## src/design/tccc_pkg.sv

```systemverilog
// Overview of operation
// - capture edge sets channel event flag
// - counter match sets event flag in compare
// - flag clears by read-then-write-zero, event wins
// - writing one leaves flag; reset clears
// - irq enable gates flag onto request
// - buffered bit disables channel 1, frees pin
// - mode bit picks capture or compare
// - edge field zero: mode bit sets level
// - edge codes pick rising, falling, either
// - compare action: none, toggle, low, high
// - buffered mode ignores mode bit A
// - edge field zero returns pin to port
// - toggle on overflow in compare only
// - overflow action beats simultaneous compare
// - full duty force from next period
// - full duty level follows polarity
// - value register holds capture or compare
// - high byte read blocks captures until low
// - high byte write blocks compares until low
// - overflow at modulo drives toggle, duty
// - counter halt inhibits captures
package tccc_pkg;
  localparam int ADDR_W = 8;
  localparam logic [7:0] ADDR_CH0_SC = 8'h25;
  localparam logic [7:0] ADDR_CH0_HI = 8'h26;
  localparam logic [7:0] ADDR_CH0_LO = 8'h27;
  localparam logic [7:0] ADDR_CH1_SC = 8'h28;
  localparam logic [7:0] ADDR_CH1_HI = 8'h29;
  localparam logic [7:0] ADDR_CH1_LO = 8'h2A;
  localparam int BIT_FLAG = 7;
  localparam int BIT_IE   = 6;
  localparam int BIT_MSB  = 5;
  localparam int BIT_MSA  = 4;
  localparam int BIT_ELSB = 3;
  localparam int BIT_ELSA = 2;
  localparam int BIT_TOV  = 1;
  localparam int BIT_MAX  = 0;
  localparam logic [1:0] ELS_OFF  = 2'h0;
  localparam logic [1:0] ELS_TOG  = 2'h1;
  localparam logic [1:0] ELS_CLR  = 2'h2;
  localparam logic [1:0] ELS_SET  = 2'h3;
  localparam logic [7:0] SC_RESET = 8'h00;
  localparam logic [7:0] CH1_SC_MASK = 8'hDF;
endpackage : tccc_pkg

```

## src/design/tccc_top.sv

```systemverilog
// The implementer's own choice: strobed register access.
`timescale 1ns/10ps
`default_nettype none
module tccc_top (
  // clock and reset
  input  wire logic        CLOCK_IN,
  input  wire logic        RST_N_IN,
  // register port
  input  wire logic [7:0]  ADDR_IN,
  input  wire logic [7:0]  WDATA_IN,
  input  wire logic        WR_IN,
  input  wire logic        RD_IN,
  output logic      [7:0]  RDATA_OUT,
  // shared counter
  input  wire logic [15:0] COUNT_IN,
  input  wire logic        OVERFLOW_IN,
  input  wire logic        COUNTER_HALT_IN,
  // pins
  input  wire logic [1:0]  CHANNEL_PIN_IN,
  output logic      [1:0]  CHANNEL_PIN_OUT,
  output logic      [1:0]  CHANNEL_PIN_OE_OUT,
  output logic      [1:0]  PIN_OWNED_OUT,
  // interrupt requests
  output logic      [1:0]  IRQ_OUT
);

  typedef struct packed {
    logic [1:0][7:0]  sc;
    logic [1:0][15:0] val;
    logic [15:0]      buf0;      // shadow of active buffered compare
    logic [1:0][7:0]  hi_buf;    // pending high bytes for writes
    logic [1:0]       flag_seen;
    logic [1:0]       cap_lock;
    logic [1:0]       cmp_lock;
    logic [1:0]       pin;
    logic [1:0]       max_act;
    logic [1:0][1:0]  sync1;
    logic [1:0][1:0]  sync2;
    logic [1:0]       pin_d;
    logic [7:0]       rdata;
  } tccc_state_s;

  tccc_state_s st_r, st_nxt;

  function automatic logic [1:0] ch_of(input logic [7:0] a);
    if (a == tccc_pkg::ADDR_CH0_SC || a == tccc_pkg::ADDR_CH0_HI
        || a == tccc_pkg::ADDR_CH0_LO) begin
      return 2'h1;
    end else if (a == tccc_pkg::ADDR_CH1_SC || a == tccc_pkg::ADDR_CH1_HI
        || a == tccc_pkg::ADDR_CH1_LO) begin
      return 2'h2;
    end else begin
      return 2'h0;
    end
  endfunction

  logic       buffered;
  logic [1:0] els   [2];
  logic [1:0] cap_m;
  logic [1:0] cmp_m;
  logic [1:0] rise, fall, cap_ev, cmp_ev;

  assign buffered = st_r.sc[0][tccc_pkg::BIT_MSB];

  always_comb begin
    for (int i = 0; i < 2; i++) begin
      els[i]   = st_r.sc[i][tccc_pkg::BIT_ELSB:tccc_pkg::BIT_ELSA];
      cap_m[i] = els[i] != tccc_pkg::ELS_OFF && !st_r.sc[i][tccc_pkg::BIT_MSA]
                 && !(i == 0 && buffered);
      cmp_m[i] = (i == 0 && buffered) ? els[0] != tccc_pkg::ELS_OFF
                 : st_r.sc[i][tccc_pkg::BIT_MSA];
      if (i == 1 && buffered) begin
        cap_m[i] = 1'b0;
        cmp_m[i] = 1'b0;
      end
      rise[i]  = st_r.sync2[i][0] & ~st_r.pin_d[i];
      fall[i]  = ~st_r.sync2[i][0] & st_r.pin_d[i];
      case (els[i])
        tccc_pkg::ELS_TOG: cap_ev[i] = rise[i];
        tccc_pkg::ELS_CLR: cap_ev[i] = fall[i];
        default:           cap_ev[i] = rise[i] | fall[i];
      endcase
      cap_ev[i] = cap_ev[i] & cap_m[i] & !COUNTER_HALT_IN;
      cmp_ev[i] = cmp_m[i] && !st_r.cmp_lock[i]
                  && COUNT_IN == ((i == 0 && buffered) ? st_r.buf0 : st_r.val[i]);
    end
  end

  always_comb begin
    logic [1:0] ch;
    logic       idx;
    logic       pol;
    ch  = ch_of(ADDR_IN);
    idx = ch[1];
    pol = 1'b0;
    st_nxt = st_r;
    st_nxt.rdata = 8'h00;
    for (int i = 0; i < 2; i++) begin
      // two flops ahead of the edge detector: pins are asynchronous
      st_nxt.sync1[i] = {1'b0, CHANNEL_PIN_IN[i]};
      st_nxt.sync2[i] = st_r.sync1[i];
      st_nxt.pin_d[i] = st_r.sync2[i][0];
    end
    if (RD_IN && ch != 2'h0) begin
      if (ADDR_IN == tccc_pkg::ADDR_CH0_SC || ADDR_IN == tccc_pkg::ADDR_CH1_SC) begin
        st_nxt.rdata = st_r.sc[idx];
        st_nxt.flag_seen[idx] = st_r.sc[idx][tccc_pkg::BIT_FLAG];
      end else if (ADDR_IN == tccc_pkg::ADDR_CH0_HI || ADDR_IN == tccc_pkg::ADDR_CH1_HI) begin
        st_nxt.rdata = st_r.val[idx][15:8];
        if (cap_m[idx]) st_nxt.cap_lock[idx] = 1'b1;
      end else begin
        st_nxt.rdata = st_r.val[idx][7:0];
        st_nxt.cap_lock[idx] = 1'b0;
      end
    end
    if (WR_IN && ch != 2'h0) begin
      if (ADDR_IN == tccc_pkg::ADDR_CH0_SC || ADDR_IN == tccc_pkg::ADDR_CH1_SC) begin
        // ignore channel 1 control while buffered
        if (!(idx && buffered)) begin
          st_nxt.sc[idx][6:0] = WDATA_IN[6:0]
                                & (idx ? tccc_pkg::CH1_SC_MASK[6:0] : 7'h7F);
          if (!WDATA_IN[tccc_pkg::BIT_FLAG] && st_r.flag_seen[idx]) begin
            st_nxt.sc[idx][tccc_pkg::BIT_FLAG] = 1'b0;
          end
          st_nxt.flag_seen[idx] = 1'b0;
        end
      end else if (ADDR_IN == tccc_pkg::ADDR_CH0_HI || ADDR_IN == tccc_pkg::ADDR_CH1_HI) begin
        st_nxt.hi_buf[idx] = WDATA_IN;
        if (cmp_m[idx] || (idx && buffered)) st_nxt.cmp_lock[idx] = 1'b1;
      end else begin
        st_nxt.val[idx] = {st_r.hi_buf[idx], WDATA_IN};
        st_nxt.cmp_lock[idx] = 1'b0;
      end
    end
    for (int i = 0; i < 2; i++) begin
      if (cap_ev[i] && !st_r.cap_lock[i]) st_nxt.val[i] = COUNT_IN;
      if (cap_ev[i] || cmp_ev[i]) begin
        st_nxt.sc[i][tccc_pkg::BIT_FLAG] = 1'b1;
        st_nxt.flag_seen[i] = 1'b0;
      end
      pol = els[i] == tccc_pkg::ELS_CLR;
      if (els[i] == tccc_pkg::ELS_OFF) begin
        st_nxt.pin[i] = ~st_r.sc[i][tccc_pkg::BIT_MSA];
      end else if (cmp_m[i]) begin
        if (OVERFLOW_IN && st_r.sc[i][tccc_pkg::BIT_TOV]) begin
          st_nxt.max_act[i] = st_r.sc[i][tccc_pkg::BIT_MAX];
          st_nxt.pin[i] = st_r.sc[i][tccc_pkg::BIT_MAX] ? pol : ~st_r.pin[i];
        end else if (st_r.max_act[i] && st_r.sc[i][tccc_pkg::BIT_TOV]) begin
          st_nxt.pin[i] = pol;
        end else if (cmp_ev[i]) begin
          case (els[i])
            tccc_pkg::ELS_TOG: st_nxt.pin[i] = ~st_r.pin[i];
            tccc_pkg::ELS_CLR: st_nxt.pin[i] = 1'b0;
            default:           st_nxt.pin[i] = 1'b1;
          endcase
        end
      end
    end
    // no swap while a channel 1 high byte is pending, else a torn value would load
    if (buffered && OVERFLOW_IN && !st_r.cmp_lock[1]) begin
      st_nxt.buf0 = st_r.val[1]; // alternate: ch1 value loads
      st_nxt.val[1] = st_r.val[0];
      st_nxt.val[0] = st_r.val[1];
    end
  end

  // value registers have no defined reset value, zero is as good as any
  always_ff @(posedge CLOCK_IN or negedge RST_N_IN) begin
    if (!RST_N_IN) begin
      st_r <= '0;
    end else begin
      st_r <= st_nxt;
    end
  end

  always_comb begin
    for (int k = 0; k < 2; k++) begin
      PIN_OWNED_OUT[k]      = els[k] != tccc_pkg::ELS_OFF && !(k == 1 && buffered);
      CHANNEL_PIN_OE_OUT[k] = PIN_OWNED_OUT[k] && cmp_m[k];
      IRQ_OUT[k] = st_r.sc[k][tccc_pkg::BIT_FLAG] & st_r.sc[k][tccc_pkg::BIT_IE];
    end
  end
  assign CHANNEL_PIN_OUT = st_r.pin;
  assign RDATA_OUT       = st_r.rdata;

  // flag and interrupt
  flag_stick_a: assert property (@(posedge CLOCK_IN) disable iff (!RST_N_IN)
    (cap_ev[0] || cmp_ev[0]) |=> st_r.sc[0][tccc_pkg::BIT_FLAG])
    else $error("event flag not set");

  flag_set1_a: assert property (@(posedge CLOCK_IN) disable iff (!RST_N_IN)
    (cap_ev[1] || cmp_ev[1])
    |=> st_r.sc[1][tccc_pkg::BIT_FLAG])
    else $error("channel 1 flag not set");

  flag_clear_a: assert property (@(posedge CLOCK_IN) disable iff (!RST_N_IN)
    (WR_IN && ADDR_IN == tccc_pkg::ADDR_CH0_SC && !WDATA_IN[tccc_pkg::BIT_FLAG]
     && st_r.flag_seen[0] && !cap_ev[0] && !cmp_ev[0]) |=> !st_r.sc[0][tccc_pkg::BIT_FLAG])
    else $error("flag not cleared after read and write zero");

  unseen_keep_a: assert property (@(posedge CLOCK_IN) disable iff (!RST_N_IN)
    (WR_IN && ADDR_IN == tccc_pkg::ADDR_CH0_SC && !st_r.flag_seen[0]
     && st_r.sc[0][tccc_pkg::BIT_FLAG]) |=> st_r.sc[0][tccc_pkg::BIT_FLAG])
    else $error("flag cleared without prior read");

  irq_gate_a: assert property (@(posedge CLOCK_IN) disable iff (!RST_N_IN)
    IRQ_OUT[0] |-> st_r.sc[0][tccc_pkg::BIT_IE])
    else $error("irq without enable");

  irq_gate1_a: assert property (@(posedge CLOCK_IN) disable iff (!RST_N_IN)
    IRQ_OUT[1]
    |-> st_r.sc[1][tccc_pkg::BIT_IE])
    else $error("channel 1 irq without enable");

  irq_flag_a: assert property (@(posedge CLOCK_IN) disable iff (!RST_N_IN)
    (st_r.sc[0][tccc_pkg::BIT_FLAG] && st_r.sc[0][tccc_pkg::BIT_IE])
    |-> IRQ_OUT[0])
    else $error("enabled flag without irq");

  halt_cap_a: assert property (@(posedge CLOCK_IN) disable iff (!RST_N_IN)
    COUNTER_HALT_IN |-> !cap_ev[0] && !cap_ev[1])
    else $error("capture while halted");

  write_one_a: assert property (@(posedge CLOCK_IN) disable iff (!RST_N_IN)
    (WR_IN && ADDR_IN == tccc_pkg::ADDR_CH0_SC && WDATA_IN[7]
     && st_r.sc[0][7]) |=> st_r.sc[0][7])
    else $error("flag cleared by writing one");

  write_one1_a: assert property (@(posedge CLOCK_IN) disable iff (!RST_N_IN)
    (WR_IN && ADDR_IN == tccc_pkg::ADDR_CH1_SC && WDATA_IN[tccc_pkg::BIT_FLAG]
     && st_r.sc[1][tccc_pkg::BIT_FLAG]) |=> st_r.sc[1][tccc_pkg::BIT_FLAG])
    else $error("channel 1 flag cleared by writing one");

  rd_lat_a: assert property (@(posedge CLOCK_IN) disable iff (!RST_N_IN)
    (RD_IN && ADDR_IN == tccc_pkg::ADDR_CH0_SC) |=> RDATA_OUT == $past(st_r.sc[0]))
    else $error("read data wrong");

  rd_sc1_a: assert property (@(posedge CLOCK_IN) disable iff (!RST_N_IN)
    (RD_IN && ADDR_IN == tccc_pkg::ADDR_CH1_SC)
    |=> RDATA_OUT == $past(st_r.sc[1]))
    else $error("channel 1 read data wrong");

  // mode decode and pin ownership
  ch1_off_a: assert property (@(posedge CLOCK_IN) disable iff (!RST_N_IN)
    buffered |-> !PIN_OWNED_OUT[1])
    else $error("channel 1 pin kept in buffered mode");

  ch1_quiet_a: assert property (@(posedge CLOCK_IN) disable iff (!RST_N_IN)
    buffered
    |-> !cap_ev[1] && !cmp_ev[1])
    else $error("channel 1 active in buffered mode");

  ch1_frozen_a: assert property (@(posedge CLOCK_IN) disable iff (!RST_N_IN)
    (buffered && WR_IN && ADDR_IN == tccc_pkg::ADDR_CH1_SC)
    |=> st_r.sc[1] == $past(st_r.sc[1]))
    else $error("channel 1 control written in buffered mode");

  mode_pick_a: assert property (@(posedge CLOCK_IN) disable iff (!RST_N_IN)
    (els[1] != tccc_pkg::ELS_OFF && !buffered)
    |-> cap_m[1] == !st_r.sc[1][tccc_pkg::BIT_MSA])
    else $error("mode bit does not pick capture");

  preset_lvl_a: assert property (@(posedge CLOCK_IN) disable iff (!RST_N_IN)
    (els[1] == tccc_pkg::ELS_OFF)
    |=> CHANNEL_PIN_OUT[1] == !$past(st_r.sc[1][tccc_pkg::BIT_MSA]))
    else $error("preset level wrong");

  rise_only_a: assert property (@(posedge CLOCK_IN) disable iff (!RST_N_IN)
    (els[0] == tccc_pkg::ELS_TOG && !rise[0])
    |-> !cap_ev[0])
    else $error("capture without rising edge");

  fall_only_a: assert property (@(posedge CLOCK_IN) disable iff (!RST_N_IN)
    (els[0] == tccc_pkg::ELS_CLR && !fall[0])
    |-> !cap_ev[0])
    else $error("capture without falling edge");

  buf_mode_a: assert property (@(posedge CLOCK_IN) disable iff (!RST_N_IN)
    buffered
    |-> !cap_m[0] && (cmp_m[0] == (els[0] != tccc_pkg::ELS_OFF)))
    else $error("buffered mode decode wrong");

  port_free_a: assert property (@(posedge CLOCK_IN) disable iff (!RST_N_IN)
    (els[0] == tccc_pkg::ELS_OFF)
    |-> !PIN_OWNED_OUT[0] && !CHANNEL_PIN_OE_OUT[0])
    else $error("pin kept with edge field zero");

  // compare actions on the pin
  cmp_high_a: assert property (@(posedge CLOCK_IN) disable iff (!RST_N_IN)
    (cmp_ev[1] && els[1] == tccc_pkg::ELS_SET && !st_r.sc[1][tccc_pkg::BIT_TOV])
    |=> CHANNEL_PIN_OUT[1])
    else $error("set action missed");

  cmp_low_a: assert property (@(posedge CLOCK_IN) disable iff (!RST_N_IN)
    (cmp_ev[1] && els[1] == tccc_pkg::ELS_CLR && !st_r.sc[1][tccc_pkg::BIT_TOV])
    |=> !CHANNEL_PIN_OUT[1])
    else $error("clear action missed");

  cmp_tog_a: assert property (@(posedge CLOCK_IN) disable iff (!RST_N_IN)
    (cmp_ev[1] && els[1] == tccc_pkg::ELS_TOG && !st_r.sc[1][tccc_pkg::BIT_TOV])
    |=> CHANNEL_PIN_OUT[1] != $past(CHANNEL_PIN_OUT[1]))
    else $error("toggle action missed");

  lock_cmp_a: assert property (@(posedge CLOCK_IN) disable iff (!RST_N_IN)
    st_r.cmp_lock[1] |-> !cmp_ev[1])
    else $error("compare while locked");

  lock_cmp0_a: assert property (@(posedge CLOCK_IN) disable iff (!RST_N_IN)
    st_r.cmp_lock[0]
    |-> !cmp_ev[0])
    else $error("channel 0 compare while locked");

  // overflow, full duty and buffering
  tov_tog_a: assert property (@(posedge CLOCK_IN) disable iff (!RST_N_IN)
    (cmp_m[0] && els[0] != tccc_pkg::ELS_OFF && OVERFLOW_IN && st_r.sc[0][tccc_pkg::BIT_TOV]
     && !st_r.sc[0][tccc_pkg::BIT_MAX]) |=> CHANNEL_PIN_OUT[0] != $past(CHANNEL_PIN_OUT[0]))
    else $error("no toggle on overflow");

  tov_capture_a: assert property (@(posedge CLOCK_IN) disable iff (!RST_N_IN)
    cap_m[0]
    |=> CHANNEL_PIN_OUT[0] == $past(CHANNEL_PIN_OUT[0]))
    else $error("pin moved in capture mode");

  ovf_first_a: assert property (@(posedge CLOCK_IN) disable iff (!RST_N_IN)
    (cmp_ev[1] && OVERFLOW_IN && st_r.sc[1][tccc_pkg::BIT_TOV] && !st_r.sc[1][tccc_pkg::BIT_MAX]
     && els[1] == tccc_pkg::ELS_SET) |=> CHANNEL_PIN_OUT[1] != $past(CHANNEL_PIN_OUT[1]))
    else $error("compare beat overflow");

  max_force_a: assert property (@(posedge CLOCK_IN) disable iff (!RST_N_IN)
    (cmp_m[1] && els[1] != tccc_pkg::ELS_OFF && OVERFLOW_IN && st_r.sc[1][tccc_pkg::BIT_TOV]
     && st_r.sc[1][tccc_pkg::BIT_MAX]) |=> CHANNEL_PIN_OUT[1]
     == ($past(st_r.sc[1][tccc_pkg::BIT_ELSB:tccc_pkg::BIT_ELSA]) == tccc_pkg::ELS_CLR))
    else $error("full duty level wrong at overflow");

  max_hold_a: assert property (@(posedge CLOCK_IN) disable iff (!RST_N_IN)
    (cmp_m[1] && els[1] != tccc_pkg::ELS_OFF && !OVERFLOW_IN && st_r.max_act[1]
     && st_r.sc[1][tccc_pkg::BIT_TOV]) |=> CHANNEL_PIN_OUT[1]
     == ($past(st_r.sc[1][tccc_pkg::BIT_ELSB:tccc_pkg::BIT_ELSA]) == tccc_pkg::ELS_CLR))
    else $error("full duty level not held");

  swap_load_a: assert property (@(posedge CLOCK_IN) disable iff (!RST_N_IN)
    (buffered && OVERFLOW_IN && !st_r.cmp_lock[1])
    |=> st_r.buf0 == $past(st_r.val[1]))
    else $error("buffered value not loaded");

  // value register interlocks
  cap_val_a: assert property (@(posedge CLOCK_IN) disable iff (!RST_N_IN)
    (cap_ev[0] && !st_r.cap_lock[0] && !WR_IN) |=> st_r.val[0] == $past(COUNT_IN))
    else $error("capture value wrong");

  cap_take_a: assert property (@(posedge CLOCK_IN) disable iff (!RST_N_IN)
    (cap_ev[1] && !st_r.cap_lock[1] && !WR_IN)
    |=> st_r.val[1] == $past(COUNT_IN))
    else $error("channel 1 capture value wrong");

  cap_hold_a: assert property (@(posedge CLOCK_IN) disable iff (!RST_N_IN)
    (st_r.cap_lock[0] && !WR_IN && !buffered)
    |=> st_r.val[0] == $past(st_r.val[0]))
    else $error("capture while high byte read pending");

  val_commit_a: assert property (@(posedge CLOCK_IN) disable iff (!RST_N_IN)
    (WR_IN && ADDR_IN == tccc_pkg::ADDR_CH1_LO && !cap_ev[1] && !(buffered && OVERFLOW_IN))
    |=> st_r.val[1] == {$past(st_r.hi_buf[1]), $past(WDATA_IN)})
    else $error("value write not committed");

  // scenario coverage
  cap_c: cover property (@(posedge CLOCK_IN) cap_ev[0]);
  cmp_c: cover property (@(posedge CLOCK_IN) cmp_ev[1]);
  buf_c: cover property (@(posedge CLOCK_IN) buffered && OVERFLOW_IN);
  ovf_tog_c: cover property (@(posedge CLOCK_IN)
    OVERFLOW_IN && cmp_m[1] && st_r.sc[1][tccc_pkg::BIT_TOV]);
  max_c: cover property (@(posedge CLOCK_IN)
    st_r.max_act[1] && st_r.sc[1][tccc_pkg::BIT_TOV]);
endmodule // tccc_top
`default_nettype wire

```

## config.mk

```make
export PLATFORM = sky130hd
export DESIGN_NAME = tccc_top
export DESIGN_NICKNAME = d
export VERILOG_FILES = /design/src/design/tccc_pkg.sv /design/src/design/tccc_top.sv
export SDC_FILE = /design/constraint.sdc
export NUM_CORES = 1
export LEC_CHECK = 0
export BUFFER_PORTS_ARGS = -buffer_cell sky130_fd_sc_hd__clkbuf_2
export CORE_AREA = 3 3 141 109
export CTS_CLUSTER_DIAMETER = 40
export DETAILED_ROUTE_END_ITERATION = 8
export DIE_AREA = 0 0 144 112
export REMOVE_ABC_BUFFERS = 1
export SLEW_MARGIN = 20
export SYNTH_ARGS = -nofsm -noshare
export SYNTH_HDL_FRONTEND = slang
export SYNTH_SLANG_ARGS = --single-unit
export TNS_END_PERCENT = 10
```

## constraint.sdc

```tcl
create_clock -name CLOCK_IN -period 2.3 [get_ports CLOCK_IN]
set_clock_uncertainty 0.1 [all_clocks]
set_input_delay 0.23 -clock CLOCK_IN [delete_from_list [all_inputs] [get_ports CLOCK_IN]]
set_output_delay 0.23 -clock CLOCK_IN [all_outputs]
set_load 0.01 [all_outputs]
```

; ---- Yosys cells after proc, flatten, opt, wreduce, memory -nomap -nowiden
; Cells that the tools add are included.
[word_totals]
out_inout_bits = 16
ff_bits = 104
inputBits = 40
[classes]
bitwise = 33
muxes = 75
eq_ne = 20
reduce_logical = 68
n_lt_le_gt_ge = 2
[ops]
columns = operator, count
row1 = $mux W16, 9
row2 = $mux W48, 2
row3 = $mux W8, 9
row4 = $mux W32, 2
row5 = $eq A8 B6 Y1 const B, 6
row6 = $bwmux W16, 2
row7 = $bwmux W32, 1
row8 = $eq A16 B16 Y1, 2
row9 = $reduce_and A3 Y1, 10
row10 = $mux W1, 26
row11 = $demux W8 S1, 3
row12 = $logic_and A1 B1 Y1, 23
row13 = $mux W2, 11
row14 = $reduce_bool A2 Y1, 9
row15 = $and A16 B16 Y16, 1
row16 = $demux W16 S1, 1
row17 = $not A16 Y16, 1
row18 = $ne A3 B1 Y1 const B, 4
row19 = $not A1 Y1, 12
row20 = $and A1 B1 Y1, 10
row21 = $logic_not A1 Y1, 9
row22 = $logic_or A1 B1 Y1, 9
row23 = $pmux W1 S2, 4
row24 = $reduce_bool A4 Y1, 2
row25 = other kinds (19), 30

; ---- Logic depth before layout (Yosys ltp)
[logic_depth]
ltp_word = 19
ltp_mapped = 10
ltp_nobuf = 8

; ---- Least setup slack after synthesis
; No wires, ideal clock.
[synth_path]
path_type = reg-to-reg
from = reg st_r, in the netlist els[0]
to = reg st_r[76] (netlist bit)
path_stages_with_launch = 10
path_slack_ns = -0.115
setup_time_ns = 0.125
synth_period_minus_slack_ns = 2.415
arrival_time_ns = 2.191
required_ns = 2.075
path_cell_list = dfrtp_1 > inv_1 > ha_1 > or3_4 > a2111oi_4 > nand2b_1 > buf_6 > nand3_2 > buf_4 > mux2_2
[synth_between]
elab_chain_len = 8
[synth_rtl]
columns = item, line
row1 = start: declaration, tccc_top.sv:43  ; tccc_state_s st_r, st_nxt;
row2 = start signal: assignment, tccc_top.sv:172  ; st_r <= st_nxt;
row3 = branches (longest 3 deep; another with $eq A2 B2 Y1), n/a
row4 = $and A1 B1 Y1 * (2 in series), tccc_top.sv:83  ; cap_ev[i] = cap_ev[i] & cap_m[i] & !COUNTER_HALT_IN;
row5 = $logic_and A1 B1 Y1 *, tccc_top.sv:136  ; if (cap_ev[i] && !st_r.cap_lock[i]) st_nxt.val[i] = COUNT_IN;
row6 = "$ne A3 B1 Y1 (no source line), or another cell as far along", n/a
row7 = $reduce_and A3 Y1 (no source line) / $mux W48 (equally long branches), n/a
; Every way passes the cells marked *.
; A chain may end at the register's enable or synchronous reset.

; ---- Final worst setup path
[layout_path]
from = reg st_r, in the netlist buffered
to = reg st_r, in the netlist CHANNEL_PIN_OUT[0]
[layout_between]
elab_chain_len = 5
[layout_rtl]
columns = item, line
row1 = $mux W16 / $mux W1 (equally long branches), "tccc_top.sv:85, tccc_top.sv:70"
row2 = $eq A16 B16 Y1 / $logic_and A1 B1 Y1 (equally long branches), "tccc_top.sv:85, tccc_top.sv:84"
row3 = $logic_and A1 B1 Y1, tccc_top.sv:85  ; && COUNT_IN == ((i == 0 && buffered) ? st_r.buf0 : st_r.val[i]);
row4 = $reduce_bool A4 Y1 (no source line), n/a
row5 = $reduce_and A2 Y1 (no source line) *, n/a
; Mark *: on every way between the ends. The rest lies on a longest branch, timed or not.

==> impl_metrics.ini <==
[worst_setup_path]
crit_arrival_ns = 2.62
regToRegSetupSlack_ns = -0.18
worst_ep_required_time_ns = 2.44
crit_chain = buf_6 > mux2i_4 > xnor2_2 > nor4_2 > nand4_1 > or4_4 > mux2_4
crit_path_max_fanout = 8
reg2reg_depth = 7
worst_setup_path_end_kind = flip-flop
critical_path.slowest_cell = or4_4
path_class = reg -> reg
critPathMaxStageDelay_ns = 0.57
start_kind = flip-flop

[detailed_routing]
wirelength_mm = 19.65
via_per_inst = 5.682
drt_iter0_drc = 384
via_count = 5341
dr.pass1.iters = 5
drc = 0
ant_nets = 0
drt-wirelength-per-cell_um = 20.91

[logic_synthesis]
postSynthCellCount = 651
synth_edf_count = 0
ys_types = 65
synth_ff_type = dfrtp_1
ys_warn_count = 0
async_flop_share_pct = 100.0
synth-seq-cells = 104
ys_seq_area_share_pct = 41.50
netlist_area_um2 = 6271
synth.avg_cell_area_um2 = 9.633

[global_routing]
grt_usage_pct = 25.59
grt_pass1_wl_mm = 31.25
grt.overflow.total = 0
grt_antenna_before_repair = 0
grt_max_degree = 49
grt_pass1_vias = 5467

[floorplanning]
num_io_pins = 56
core_um2 = 14220
dieArea_um2 = 16130
die_w_um = 144
start_util_pct = 44.11
dieHeight_um = 112
fp-row-count = 38

[place]
port-buffer-count = 55
place_area_um2 = 7141
globalplace.congestion = 0.9212
dp_worst_setup_slack_ns = -0.2007
place_hpwl_mm = 14.27
dp.cells = 919

[sta]
relSlewSlack_pct = 60.72
fmax_ghz = 0.4033
period_needed_ns = 2.479
finalSetupTns_ns = -2.841
holdWs_ns = 0.1135
setup_viol = 33
fin_ws_ns = -0.1794
hold_viol_final = 0
slew_violations = 0
rsz0062_at_grt = true
min_period_over_period_pct = 107.8
worst_pin_slew_ns = 0.5892

[clocking]
cts_buffer_depth = 2
cts_tree = done
numCtsBuffers = 9
clock_latency_ns = 0.36
cts.clk_slew.worst_paths_ns = 0.07
cts-root-buf = clkbuf_16
ctsHtreeMaxLevel = 3
cts_sinks = 104

[finish]
final_nets = 805
syn2layout_area_growth_pct = 21.31
stdcell_count = 940
final_area_um2 = 7607
antennaDiodeCount = 0
finalCoreUtilization_pct = 53.51
drive_gt1_share_pct = 31.18

[hold_path]
whs_path_depth = 2
hold_path.class = in -> reg

[outcome]
violations = negative setup slack
status = finished, violations left

[job]
cap_violations = 0

[pwr]
power.leakage_nw = 3.601
power.density_nw_per_um2 = 674.7
power_mw = 5.133
irDropWorstVdd_uv = 393.4
[Yosys cell counts (12+ instances only)]
cell type	count	area, um2
mux2i_1	32	320.3
inv_1	12	45.04
o21ai_0	35	175.2
o21ai_1	30	150.1
nor3_1	15	75.07
nand2_1	107	401.6
a21oi_1	21	105.1
nand3_1	20	100.1
and2_1	16	100.1
dfrtp_1	104	2603
xnor2_1	20	175.2
mux2_2	45	506.7
nor2_1	16	60.06
buf_4	12	90.09
o21a_1	19	142.6
clkbuf_1	15	56.30
[placed cells by master (no fill, tap or decap), drive strengths merged, types with 3 or more instances in the layout]
master | netlist | final
nand2 | 108 | 108
dfrtp | 104 | 104
buf | 27 | 78
o21ai | 65 | 65
clkbuf | 15 | 63
mux2 | 48 | 48
mux2i | 33 | 33
a21oi | 31 | 31
nand3 | 22 | 22
xnor2 | 20 | 20
o21a | 19 | 19
nor2 | 16 | 16
and2 | 16 | 16
nor3 | 16 | 16
inv | 12 | 14
xor2 | 11 | 11
and3 | 10 | 10
ha | 10 | 10
nor2b | 9 | 9
nand2b | 7 | 7
nand4 | 6 | 6
clkinv | 0 | 5
nor4 | 4 | 4
a311oi | 3 | 3
or4 | 3 | 3
a31oi | 3 | 3
a21o | 3 | 3
dlygate4sd3 | 0 | 3
[cell type report]
cell class                 instances  area [um2]
clock inverter                     7       56.30
sequential                       104        2603
clock buffer                       9       225.2
multi-input combinational        493        3482
fill                            1292        6609
timing repair buffer             135       970.9
tap                              180       225.2
inverter                          12       45.04
[kinds of logic (layout without fill, tap and decap cells)]
kind of cell / count (synthesis) / count (layout) / synth area share (%)
AND/OR/NAND/NOR: 225 / 225 / 17.74
AO/OA/AOI/OAI: 144 / 144 / 14.68
flip-flops: 104 / 104 / 41.50
multiplexers: 83 / 83 / 14.86
buffers and inverters: 54 / 163 / 4.888
XOR/XNOR: 31 / 31 / 4.330
adder cells (fa/ha/maj): 10 / 10 / 1.995
[registers in the layout, indices dropped and copies added, names as in the netlist, named ones only]
signal,count
st_nxt,4
buffered,1
RDATA_OUT,8
els,4
CHANNEL_PIN_OUT,2
st_r,81
[report_power, final]
group          total, mW  internal, mW  switching (mW)
clock               1.49         0.748           0.743
sequential          2.33          2.07           0.257
combinational       1.31         0.618           0.695
[routing by layer]
layer	wire (um)	global-route usage, %	vias up	share of wire, %
met2	8518	36.73	183	43
li1	-	-	2488	-
met4	388	6.587	0	2.0
met1	9403	38.34	2639	48
met5	0	0	-	0
met3	1344	6.741	31	6.8
[worst max-delay path, delay by kind of cell, from the launching register on]
kind | cells | cell delay (ns)
muxes | 2 | 0.51
and+or+nand+nor | 3 | 1.04
xor gates and xnor gates | 1 | 0.16
buffers and inverters | 1 | 0.16
DFF | 1 | 0.41
[repair_timing]
action                     CTS  global route
setup endpoints to repair   37            43
hold endpoints to repair    40             0
buffers inserted             0             2
resized for setup           20            10
pin swaps                    7             6
hold buffers                 3             0
[worst paths after layout]
kind / end / startpoint
worst min register to register: st_nxt[9]$_DFF_PN0_ / st_nxt[12]$_DFF_PN0_
max in group asynchronous: st_r[33]$_DFFE_PN0P_ / RST_N_IN
worst max register to register: CHANNEL_PIN_OUT[0]$_DFFE_PN0P_ / buffered$_DFFE_PN0P_
min in group asynchronous: st_r[29]$_DFFE_PN0P_ / RST_N_IN
worst min-delay path: st_r[33]$_DFFE_PN0P_ / WDATA_IN[5]
worst max-delay path: CHANNEL_PIN_OUT[0]$_DFFE_PN0P_ / buffered$_DFFE_PN0P_
Power figures use the tool's default switching activity.
